### src/shared/pieb_pkg.sv
// Constants and carrier types for the peripheral interrupt enable bank.
// Assumes a plain register port with read data one cycle after the strobe.
package pieb_pkg;

	// Register indices on the plain port
	localparam logic [2:0] PIEB_ADDR_EN_ONE = 3'h0;
	localparam logic [2:0] PIEB_ADDR_EN_TWO = 3'h1;
	localparam logic [2:0] PIEB_ADDR_EN_THREE = 3'h2;
	localparam logic [2:0] PIEB_ADDR_EN_FOUR = 3'h3;
	localparam logic [2:0] PIEB_ADDR_CTRL = 3'h4;
	localparam logic [2:0] PIEB_ADDR_STATUS = 3'h5;

	// Writable bit masks per enable register
	localparam logic [7:0] PIEB_MASK_ONE = 8'hff;
	localparam logic [7:0] PIEB_MASK_TWO = 8'hf9;
	localparam logic [7:0] PIEB_MASK_THREE = 8'h3a;
	localparam logic [7:0] PIEB_MASK_FOUR = 8'h03;

	// Reset values
	localparam logic [7:0] PIEB_RST_EN = 8'h00;
	localparam logic [1:0] PIEB_RST_CTRL = 2'h0;

	// Control register fields
	localparam int PIEB_CTRL_GLOBAL_BIT = 1;
	localparam int PIEB_CTRL_GROUP_BIT = 0;

	// Status register fields
	localparam int PIEB_STAT_PEND_BIT = 0;
	localparam int PIEB_STAT_REQ_BIT = 1;

	// Enable bit positions across the 32-bit bank (one = 7:0)
	localparam int PIEB_POS_TIMER_ONE_GATE = 7;
	localparam int PIEB_POS_CONVERTER_DONE = 6;
	localparam int PIEB_POS_SERIAL_RX = 5;
	localparam int PIEB_POS_SERIAL_TX = 4;
	localparam int PIEB_POS_SYNC_ONE = 3;
	localparam int PIEB_POS_CAPCMP_ONE = 2;
	localparam int PIEB_POS_TIMER_TWO_MATCH = 1;
	localparam int PIEB_POS_TIMER_ONE_OVF = 0;
	localparam int PIEB_POS_OSC_FAIL = 15;
	localparam int PIEB_POS_COMPARATOR_TWO = 14;
	localparam int PIEB_POS_COMPARATOR_ONE = 13;
	localparam int PIEB_POS_NV_WRITE_DONE = 12;
	localparam int PIEB_POS_SYNC_ONE_COLL = 11;
	localparam int PIEB_POS_CAPCMP_TWO = 8;
	localparam int PIEB_POS_CAPCMP_FOUR = 21;
	localparam int PIEB_POS_CAPCMP_THREE = 20;
	localparam int PIEB_POS_TIMER_SIX_MATCH = 19;
	localparam int PIEB_POS_TIMER_FOUR_MATCH = 17;
	localparam int PIEB_POS_SYNC_TWO_COLL = 25;
	localparam int PIEB_POS_SYNC_TWO = 24;

	// Four enable or flag bytes carried together
	typedef struct packed {
		logic [7:0] four;
		logic [7:0] three;
		logic [7:0] two;
		logic [7:0] one;
	} pieb_bank_t;

	// Register port request
	typedef struct packed {
		logic [2:0] addr;
		logic [7:0] wdata;
		logic wr;
		logic rd;
	} pieb_req_t;

endpackage

### src/design/pieb_top.sv
// Peripheral interrupt enable bank: four enable registers gating flags.
// Assumes flags are synchronous level inputs from peripherals.
`timescale 1ns/1ps
module pieb_top
	import pieb_pkg::*;
(
	// Clock, reset, enable
	input wire logic ref_clk,
	input wire logic rst_n,
	input wire logic clk_en,
	// Register port
	input wire pieb_req_t reg_req,
	output logic [7:0] reg_rdata,
	// Peripheral flags
	input wire pieb_bank_t irq_flags,
	// Request to core
	output logic periph_irq_req
);

	////////////////////////////////////////////////////////////////////////
	// Storage
	pieb_bank_t en_ff; // Enable bytes
	logic [1:0] ctrl_ff; // Global and group enables
	logic pend_ff; // Any enabled flag, ungated by global
	logic [7:0] nxt_rdata; // Read mux

	// Strip unimplemented positions from a byte
	function automatic logic [7:0] keep(input logic [7:0] v,
		input logic [7:0] m);
		keep = v & m;
	endfunction

	////////////////////////////////////////////////////////////////////////
	// Enable register writes; masks make reserved bits stick at zero
	always_ff @(posedge ref_clk or negedge rst_n) begin
		if (!rst_n) begin
			en_ff <= {4{PIEB_RST_EN}};
		end else if (clk_en && reg_req.wr) begin
			unique case (reg_req.addr)
				PIEB_ADDR_EN_ONE: en_ff.one <= keep(reg_req.wdata, PIEB_MASK_ONE);
				PIEB_ADDR_EN_TWO: en_ff.two <= keep(reg_req.wdata, PIEB_MASK_TWO);
				PIEB_ADDR_EN_THREE: begin
					en_ff.three <= keep(reg_req.wdata, PIEB_MASK_THREE);
				end
				PIEB_ADDR_EN_FOUR: begin
					en_ff.four <= keep(reg_req.wdata, PIEB_MASK_FOUR);
				end
				default: begin
				end
			endcase
		end
	end

	// Control register: global and group enables
	always_ff @(posedge ref_clk or negedge rst_n) begin
		if (!rst_n) begin
			ctrl_ff <= PIEB_RST_CTRL;
		end else if (clk_en && reg_req.wr && reg_req.addr == PIEB_ADDR_CTRL) begin
			ctrl_ff <= reg_req.wdata[1:0];
		end
	end

	////////////////////////////////////////////////////////////////////////
	// Gating; flags are taken as given, never altered here
	// Bitwise AND covers every per-bit gate
	logic any_en;
	assign any_en = |(en_ff & irq_flags);

	// Pending qualified by group; global only masks the core request
	always_ff @(posedge ref_clk or negedge rst_n) begin
		if (!rst_n) begin
			pend_ff <= 1'b0;
		end else if (clk_en) begin
			pend_ff <= any_en && ctrl_ff[PIEB_CTRL_GROUP_BIT];
		end
	end

	// Core request; a held pending request shows once global returns
	always_ff @(posedge ref_clk or negedge rst_n) begin
		if (!rst_n) begin
			periph_irq_req <= 1'b0;
		end else if (clk_en) begin
			periph_irq_req <= any_en && ctrl_ff[PIEB_CTRL_GROUP_BIT]
				&& ctrl_ff[PIEB_CTRL_GLOBAL_BIT];
		end
	end

	////////////////////////////////////////////////////////////////////////
	// Read mux; unmapped addresses read zero
	always_comb begin
		nxt_rdata = 8'h00;
		unique case (reg_req.addr)
			PIEB_ADDR_EN_ONE: nxt_rdata = en_ff.one;
			PIEB_ADDR_EN_TWO: nxt_rdata = en_ff.two;
			PIEB_ADDR_EN_THREE: nxt_rdata = en_ff.three;
			PIEB_ADDR_EN_FOUR: nxt_rdata = en_ff.four;
			PIEB_ADDR_CTRL: nxt_rdata = {6'h00, ctrl_ff};
			PIEB_ADDR_STATUS: nxt_rdata = {6'h00, periph_irq_req, pend_ff};
			default: nxt_rdata = 8'h00;
		endcase
	end

	// Read data stands only in the cycle after the strobe
	always_ff @(posedge ref_clk or negedge rst_n) begin
		if (!rst_n) begin
			reg_rdata <= 8'h00;
		end else if (clk_en) begin
			reg_rdata <= reg_req.rd ? nxt_rdata : 8'h00;
		end
	end
endmodule

### config.mk
export PLATFORM = sky130hd
export DESIGN_NAME = pieb_top
export DESIGN_NICKNAME = d
export VERILOG_FILES = /design/src/shared/pieb_pkg.sv /design/src/design/pieb_top.sv
export SDC_FILE = /design/constraint.sdc
export NUM_CORES = 1
export LEC_CHECK = 0
export ABC_AREA = 1
export BUFFER_PORTS_ARGS = -buffer_cell sky130_fd_sc_hd__buf_2
export CORE_AREA = 2 2 63 65
export DETAILED_ROUTE_END_ITERATION = 10
export DIE_AREA = 0 0 65 67
export PLACE_DENSITY_LB_ADDON = 0.05
export SLEW_MARGIN = 20
export SYNTH_ARGS = -nofsm -noshare
export SYNTH_HDL_FRONTEND = slang
export SYNTH_SLANG_ARGS = --single-unit
export TNS_END_PERCENT = 20
### constraint.sdc
create_clock -name ref_clk -period 1.3 [get_ports ref_clk]
set_clock_uncertainty 0.05 [all_clocks]
set_input_delay 0.13 -clock ref_clk [delete_from_list [all_inputs] [get_ports ref_clk]]
set_output_delay 0.13 -clock ref_clk [all_outputs]
set_load 0.01 [all_outputs]
==> results of run 1 <==
state kept, by name, indices dropped and copies added, names as in the netlist:
signal          count
en_ff              20
reg_rdata           8
ctrl_ff             2
pend_ff             1
periph_irq_req      1
layer usage:
layer | GRT usage | vias up | wire length [um]
li1 | - | 764 | -
met1 | 0.2355 | 584 | 1766
met2 | 0.2719 | 36 | 1527
met3 | 0.05574 | 4 | 184
met4 | 0.07181 | 0 | 34
met5 | 0 | - | 0
power by group through the flow:
stage | Sequential, uW | Combinational [uW] | Clock (uW)
floorplan | 1280 | 299 | 0
global placement | 1300 | 467 | 0
detailed placement | 1310 | 470 | 0
CTS | 1290 | 474 | 809
global route | 1310 | 547 | 866
finish | 1290 | 476 | 789
layout make-up:
type                            count  area, um^2
Fill cell                         374        1594
Sequential cell                    32       800.8
Multi-Input combinational cell    157       695.7
Timing Repair Buffer               53       302.8
Clock buffer                        6       82.58
Inverter                           16       60.06
Tap cell                           48       60.06
Clock inverter                      2       10.01
layout by cell type (no fill, tap or decap), drive strengths merged, types with 2 or more instances in the layout:
cell / netlist / routed
nor2: 12 / 12
nand3: 8 / 8
clkbuf: 1 / 6
inv: 16 / 16
o21ai: 24 / 24
buf: 2 / 52
clkinv: 0 / 2
dfrtp: 32 / 32
a22o: 2 / 2
nand2: 109 / 109
worst min path at each step:
stage,depth (start not counted),endpoint,slack (ps),start
finish,2,en_ff[2]$_DFFE_PN0P_,40,reg_req[4]
global route,2,en_ff[2]$_DFFE_PN0P_,30,reg_req[4]
CTS,2,en_ff[2]$_DFFE_PN0P_,40,reg_req[4]
detailed placement,2,periph_irq_req$_DFFE_PN0P_,50,rst_n
global placement,2,periph_irq_req$_DFFE_PN0P_,50,rst_n
floorplan,0,ctrl_ff[0]$_DFFE_PN0P_,-220,rst_n
worst register-to-register path: cells and delay by family, from the launching register on:
kind / cells / cell delay [ps]
flip-flops: 1 / 400
AND/OR/NAND/NOR: 8 / 610
repair_timing:
| item | CTS | global route |
|---|---|---|
| hold endpoints to repair | 32 | 0 |
| setup endpoints to repair | 0 | 1 |
| buffers inserted | 0 | 1 |
| gates resized for setup | 0 | 0 |
| hold buffers | 1 | 0 |
cell families (layout without fill, tap and decap cells):
kind of cell / Yosys count / count (layout) / share of synthesized area
muxes: 1 / 1 / 0.009506
AOI/OAI and AO/OA: 27 / 27 / 0.1022
DFF: 32 / 32 / 0.5071
buffers and inverters: 19 / 77 / 0.05230
and+or+nand+nor: 129 / 129 / 0.3288
synth_stat cells:
master | count | area share
sky130_fd_sc_hd__dfrtp_1 | 32 | 0.51
sky130_fd_sc_hd__nand3_1 | 8 | 0.025
sky130_fd_sc_hd__inv_2 | 3 | 0.0071
sky130_fd_sc_hd__nor2_2 | 1 | 0.0040
sky130_fd_sc_hd__buf_4 | 1 | 0.0048
sky130_fd_sc_hd__nand2_1 | 106 | 0.25
sky130_fd_sc_hd__nor2_4 | 2 | 0.014
sky130_fd_sc_hd__buf_6 | 1 | 0.0071
sky130_fd_sc_hd__o21ai_0 | 7 | 0.022
sky130_fd_sc_hd__a22o_1 | 2 | 0.011
sky130_fd_sc_hd__nor2_1 | 9 | 0.021
sky130_fd_sc_hd__clkbuf_1 | 1 | 0.0024
sky130_fd_sc_hd__nand2_2 | 3 | 0.012
sky130_fd_sc_hd__o21ai_1 | 12 | 0.038
sky130_fd_sc_hd__o21ai_2 | 5 | 0.028
sky130_fd_sc_hd__inv_1 | 13 | 0.031
sky130_fd_sc_hd__mux2_4 | 1 | 0.0095
sky130_fd_sc_hd__a21oi_1 | 1 | 0.0032
through the flow:
| step | hold WS [ps] | setup WS (ps) | instances | power, uW |
|---|---|---|---|---|
| after detailed placement | 48.30 | 126.9 | 304 | 1776 |
| after CTS | 36.01 | 116.0 | 313 | 2571 |
| after floorplan | -215.6 | 302.2 | 208 | 1576 |
| after global routing | 31.53 | 0.7107 | 314 | 2723 |
| final | 40.44 | 128.9 | 314 | 2552 |
| after global placement | 51.69 | 132.7 | 304 | 1770 |
==> out/summary.json, run 1 <==
{
  "floorplanning": {
    "start_util": 0.4379,
    "chipHeight_um": 67,
    "floorplan.die_area_mm2": 0.004355,
    "die_width_um": 65,
    "core-area_mm2": 0.003606,
    "top_level_ports": 57,
    "num_rows": 22
  },
  "worst_setup_path": {
    "timing.critical_path.buf_inv": 0,
    "regToRegEndpoint": "periph_irq_req$_DFFE_PN0P_",
    "cpMaxStageDelayCell": "sky130_fd_sc_hd__dfrtp_1",
    "required_time_of_the_critical_path_ps": 1430,
    "critPathLaunchType": "flop",
    "worstSetupEndpointType": "flop",
    "crit_chain": "nand2_1, nand2_1, nor2_1, nand2_1, nor2_1, nand2_1, nand3_1, nand2_1",
    "critPathMostFrequentCell": "sky130_fd_sc_hd__nand2_1",
    "worstSetupPathDepth": 8,
    "timing.reg2reg.worst_path_depth": 8,
    "worst-endpoint-arrival_ps": 1300,
    "critPathLaunch": "en_ff[15]$_DFFE_PN0P_",
    "worstPathMaxFanout": 3,
    "regToRegStartpoint": "en_ff[15]$_DFFE_PN0P_",
    "worst-r2r-setup-slack_ps": 130,
    "critical_path.endpoint": "periph_irq_req$_DFFE_PN0P_",
    "cp_slowest_stage_delay_ps": 400,
    "crit_type": "flop to flop",
    "cp_delay_by_family_top": "simple AND/OR/NAND/NOR gates"
  },
  "clock_network": {
    "ctsLongestPathBuffers": 2,
    "num_cts_buffers": 5,
    "clk_transition_reported_paths_ps": 70,
    "clock-root-buffer": "sky130_fd_sc_hd__clkbuf_8",
    "cts_tree": "yes",
    "htreeDepth": 2,
    "clkLatencyLatePin_ps": 290,
    "tritoncts_num_sinks": 32
  },
  "power_and_ir_drop": {
    "power.density_mw_per_mm2": 1268,
    "pwr-share-seq": 0.504,
    "switchingPower_uw": 750.9,
    "p_comb_frac": 0.187,
    "leakagePower_uw": 0.001154,
    "clock_power_share": 0.309,
    "max-vdd-ir-drop_mv": 0.5924,
    "switching_share": 0.2942,
    "cellInternalPower_uw": 1801
  },
  "timing": {
    "max_freq_ghz": 0.8539,
    "grt_setup_unrepaired": "false",
    "timing.final.crit_share": 0.9009,
    "rel_slew_slack": 0.7917,
    "period_minus_slack_ps": 1171,
    "maxSlewViolCount": 0,
    "setup_violations": 0,
    "final.setup.tns_ps": 0,
    "least_margin_pin_slew_ps": 312.1,
    "hold_viol": 0
  },
  "finish": {
    "layout-area-overhead-vs-synth_pct": 27.42,
    "utilization": 0.5579,
    "final_nets": 313,
    "layout-drive-gt1-share": 0.2820,
    "post-route-cell-area_mm2": 0.002012,
    "insertedDiodeCount": 0
  },
  "synth": {
    "syn_avg_cell_area_um2": 7.591,
    "ys_ff_latch": 32,
    "seq_area_frac_synth": 0.5071,
    "synth.net_count": 256,
    "synthesis.area_mm2": 0.001579,
    "netlist_instances": 208,
    "netlist-cell-type-count": 18,
    "ys_warn_count": 0
  },
  "drt": {
    "avgRoutedWirePerCell_um": 11.18,
    "drtPass1Iterations": 4,
    "totalWireLength_um": 3512,
    "avgViaCountPerCell": 4.420,
    "post-route-drc-count": 0,
    "num_vias": 1388,
    "first_iter_violations": 63,
    "ant_nets": 0
  },
  "placement": {
    "gpl.final_weighted_congestion": 0.8181,
    "hpwlAfterDp_um": 2729,
    "placed_cell_area_mm2": 0.001902,
    "buffer_ports.inserted": 44
  },
  "global_routing": {
    "remaining_global_route_overflow": 0,
    "wire_length_of_the_first_global_routing_pass_um": 5609,
    "grt_start_max_net_pins": 33,
    "overall_routing_resource_usage": 0.1785,
    "grt_antenna_before_repair": 0,
    "first_global_vias": 1221
  },
  "outcome": {
    "status": "complete, no violations"
  },
  "hold_path": {
    "hp-class": "input pin to flop"
  },
  "job": {
    "maxCapViolations": 0
  }
}
No activity file was read; power rests on OpenSTA's default activity.
==> inputs of run 2 (changes only) <==
--- a/config.mk
+++ b/config.mk
@@ -7,9 +7,9 @@
 export LEC_CHECK = 0
 export ABC_AREA = 1
 export BUFFER_PORTS_ARGS = -buffer_cell sky130_fd_sc_hd__buf_2
-export CORE_AREA = 2 2 63 65
+export CORE_AREA = 2 2 66 62
 export DETAILED_ROUTE_END_ITERATION = 10
-export DIE_AREA = 0 0 65 67
+export DIE_AREA = 0 0 68 64
 export PLACE_DENSITY_LB_ADDON = 0.05
 export SLEW_MARGIN = 20
 export SYNTH_ARGS = -nofsm -noshare
==> run 2 against run 1 <==
  * Critical path depth unchanged
  * Die area barely moved
  * Cell count down 0.32%
  * Clock power fell by 0.9%
  * First-iteration DRC count down 7.9%
  * Total power increased by 0.61%
  * Combinational power grew 3%
  * Global-route usage up 1.5 points
  * Worst hold slack worse by 9.4 ps
  * Critical path type unchanged
  * Critical endpoint unchanged
  * Largest power group unchanged
  * Highest routed layer unchanged
==> out/summary.json, run 2 (synthesis results as in run 1) <==
{
  "drt": {
    "totalWireLength_um": 3682,
    "post-route-drc-count": 0,
    "avgViaCountPerCell": 4.617,
    "first_iter_violations": 58,
    "num_vias": 1445,
    "drtPass1Iterations": 4,
    "ant_nets": 0,
    "avgRoutedWirePerCell_um": 11.76
  },
  "power_and_ir_drop": {
    "power.density_mw_per_mm2": 1272,
    "p_comb_frac": 0.191,
    "clock_power_share": 0.305,
    "switchingPower_uw": 757.7,
    "cellInternalPower_uw": 1810,
    "max-vdd-ir-drop_mv": 0.7254,
    "p_total_uw": 2568,
    "pwr-share-seq": 0.504,
    "switching_share": 0.2951,
    "leakagePower_uw": 0.001160
  },
  "placement": {
    "placedCellCount": 302,
    "gpl.final_weighted_congestion": 0.8164,
    "placed_cell_area_mm2": 0.001899,
    "hpwlAfterDp_um": 2808,
    "buffer_ports.inserted": 44
  },
  "timing": {
    "setup_violations": 0,
    "least_margin_pin_slew_ps": 316.8,
    "maxSlewViolCount": 0,
    "timing.final.crit_share": 0.9194,
    "grt_setup_unrepaired": "true",
    "hold_viol": 0,
    "final.setup.tns_ps": 0,
    "max_freq_ghz": 0.8366,
    "period_minus_slack_ps": 1195,
    "rel_slew_slack": 0.7886
  },
  "finish": {
    "post-route-cell-area_mm2": 0.002019,
    "insertedDiodeCount": 0,
    "layout-area-overhead-vs-synth_pct": 27.89,
    "registers.top_by_ff_count": "en_ff",
    "filler_cell_count": 374,
    "final_nets": 314,
    "layout-drive-gt1-share": 0.2884,
    "largest_register_ffs": 20,
    "final-instance-count-excl-fill": 313,
    "largest_registers": "en_ff x20, reg_rdata x8, ctrl_ff x2",
    "layout.cells.most_common_list": "sky130_fd_sc_hd__nand2_1 (106), sky130_fd_sc_hd__buf_2 (44), sky130_fd_sc_hd__dfrtp_1 (32), sky130_fd_sc_hd__inv_1 (13), sky130_fd_sc_hd__o21ai_1 (12)",
    "final_common_cell": "sky130_fd_sc_hd__nand2_1"
  },
  "floorplanning": {
    "floorplan.die_area_mm2": 0.004352,
    "core-area_mm2": 0.003626,
    "chipHeight_um": 64,
    "top_level_ports": 57,
    "die_width_um": 68,
    "num_rows": 21,
    "start_util": 0.4355
  },
  "job": {
    "maxCapViolations": 0
  },
  "global_routing": {
    "first_global_vias": 1328,
    "remaining_global_route_overflow": 0,
    "grt_start_max_net_pins": 33,
    "overall_routing_resource_usage": 0.1934,
    "wire_length_of_the_first_global_routing_pass_um": 6237,
    "grt_antenna_before_repair": 0
  },
  "worst_setup_path": {
    "worst-endpoint-arrival_ps": 1310,
    "critPathLaunchType": "flop",
    "crit_type": "flop to flop",
    "worstPathMaxFanout": 3,
    "worstSetupEndpointType": "flop",
    "required_time_of_the_critical_path_ps": 1420
  },
  "outcome": {
    "status": "complete, no violations"
  },
  "clock_network": {
    "num_cts_buffers": 5,
    "clock-root-buffer": "sky130_fd_sc_hd__clkbuf_8",
    "htreeDepth": 2,
    "ctsLongestPathBuffers": 2,
    "clkLatencyLatePin_ps": 280,
    "clk_transition_reported_paths_ps": 70,
    "cts_tree": "yes",
    "tritoncts_num_sinks": 32
  },
  "hold_path": {
    "hp-class": "input pin to flop"
  }
}
-- run 2: cell count changes in the layout (fill, tap and decap cells not counted) --
| cell | before | now |
|---|---|---|
| sky130_fd_sc_hd__nor2_2 | 1 | 2 |
| sky130_fd_sc_hd__nor2_1 | 9 | 8 |
| sky130_fd_sc_hd__buf_4 | 7 | 8 |
-- run 2: repair_timing --
item | CTS | global route
endpoints found under the hold margin | 32 | 0
gates resized for setup | 0 | 1
hold buffers | 1 | 0
buffers inserted | 0 | 2
endpoints found under the setup margin | 0 | 2
-- run 2: final cells by class --
class	count	area, um^2	share of cell area
Inverter	16	60.06	0.02974
Tap cell	46	57.56	0.02850
Sequential cell	32	800.8	0.3965
Multi-Input combinational cell	157	698.2	0.3457
Clock buffer	6	82.58	0.04089
Clock inverter	2	10.01	0.004957
Timing Repair Buffer	54	310.3	0.1537
-- run 2: stage by stage --
step | setup slack (ps) | hold slack (ps) | util
CTS | 96.53 | 24.60 | 0.5521
floorplan | 302.2 | -215.6 | -
detailed placement | 107.5 | 49.84 | 0.5238
global placement | 127.5 | 50.68 | 0.5238
global route | -14.95 | 39.91 | 0.5569
finish | 104.7 | 31.07 | 0.5569
-- run 2: final timing paths --
kind                                           from                          to  slack (ps)  depth (start not counted)
hold / removal                           reg_req[4]        en_ff[2]$_DFFE_PN0P_          30                          2
setup / recovery              en_ff[17]$_DFFE_PN0P_  periph_irq_req$_DFFE_PN0P_         100                          8
max in group asynchronous                     rst_n        en_ff[5]$_DFFE_PN0P_         750                          3
hold reg to reg            reg_rdata[0]$_DFFE_PN0P_    reg_rdata[0]$_DFFE_PN0P_         420                          2
min in group asynchronous                     rst_n    reg_rdata[6]$_DFFE_PN0P_         280                          3
setup reg to reg              en_ff[17]$_DFFE_PN0P_  periph_irq_req$_DFFE_PN0P_         100                          8
-- run 2: power groups by stage --
stage	combinational (uW)	sequential (uW)	clock [uW]
global placement	466	1310	0
CTS	477	1290	804
global route	584	1320	841
detailed placement	474	1310	0
finish	492	1290	782
floorplan	299	1280	0
-- run 2: per-layer routing --
layer,part of all wire,GRT usage
met1,0.52,0.2841
met2,0.41,0.2682
met3,0.055,0.04930
met4,0.016,0.07750
met5,0,0
-- run 2: worst max-delay path, stage by stage, from the launching register on --
cell,delay [ps]
sky130_fd_sc_hd__dfrtp_1,410
sky130_fd_sc_hd__nand2_1,70
sky130_fd_sc_hd__nand2_1,60
sky130_fd_sc_hd__nor2_1,110
sky130_fd_sc_hd__nand2_1,60
sky130_fd_sc_hd__nor2_1,80
sky130_fd_sc_hd__nand2_1,110
sky130_fd_sc_hd__nand3_1,90
sky130_fd_sc_hd__nand2_1,50
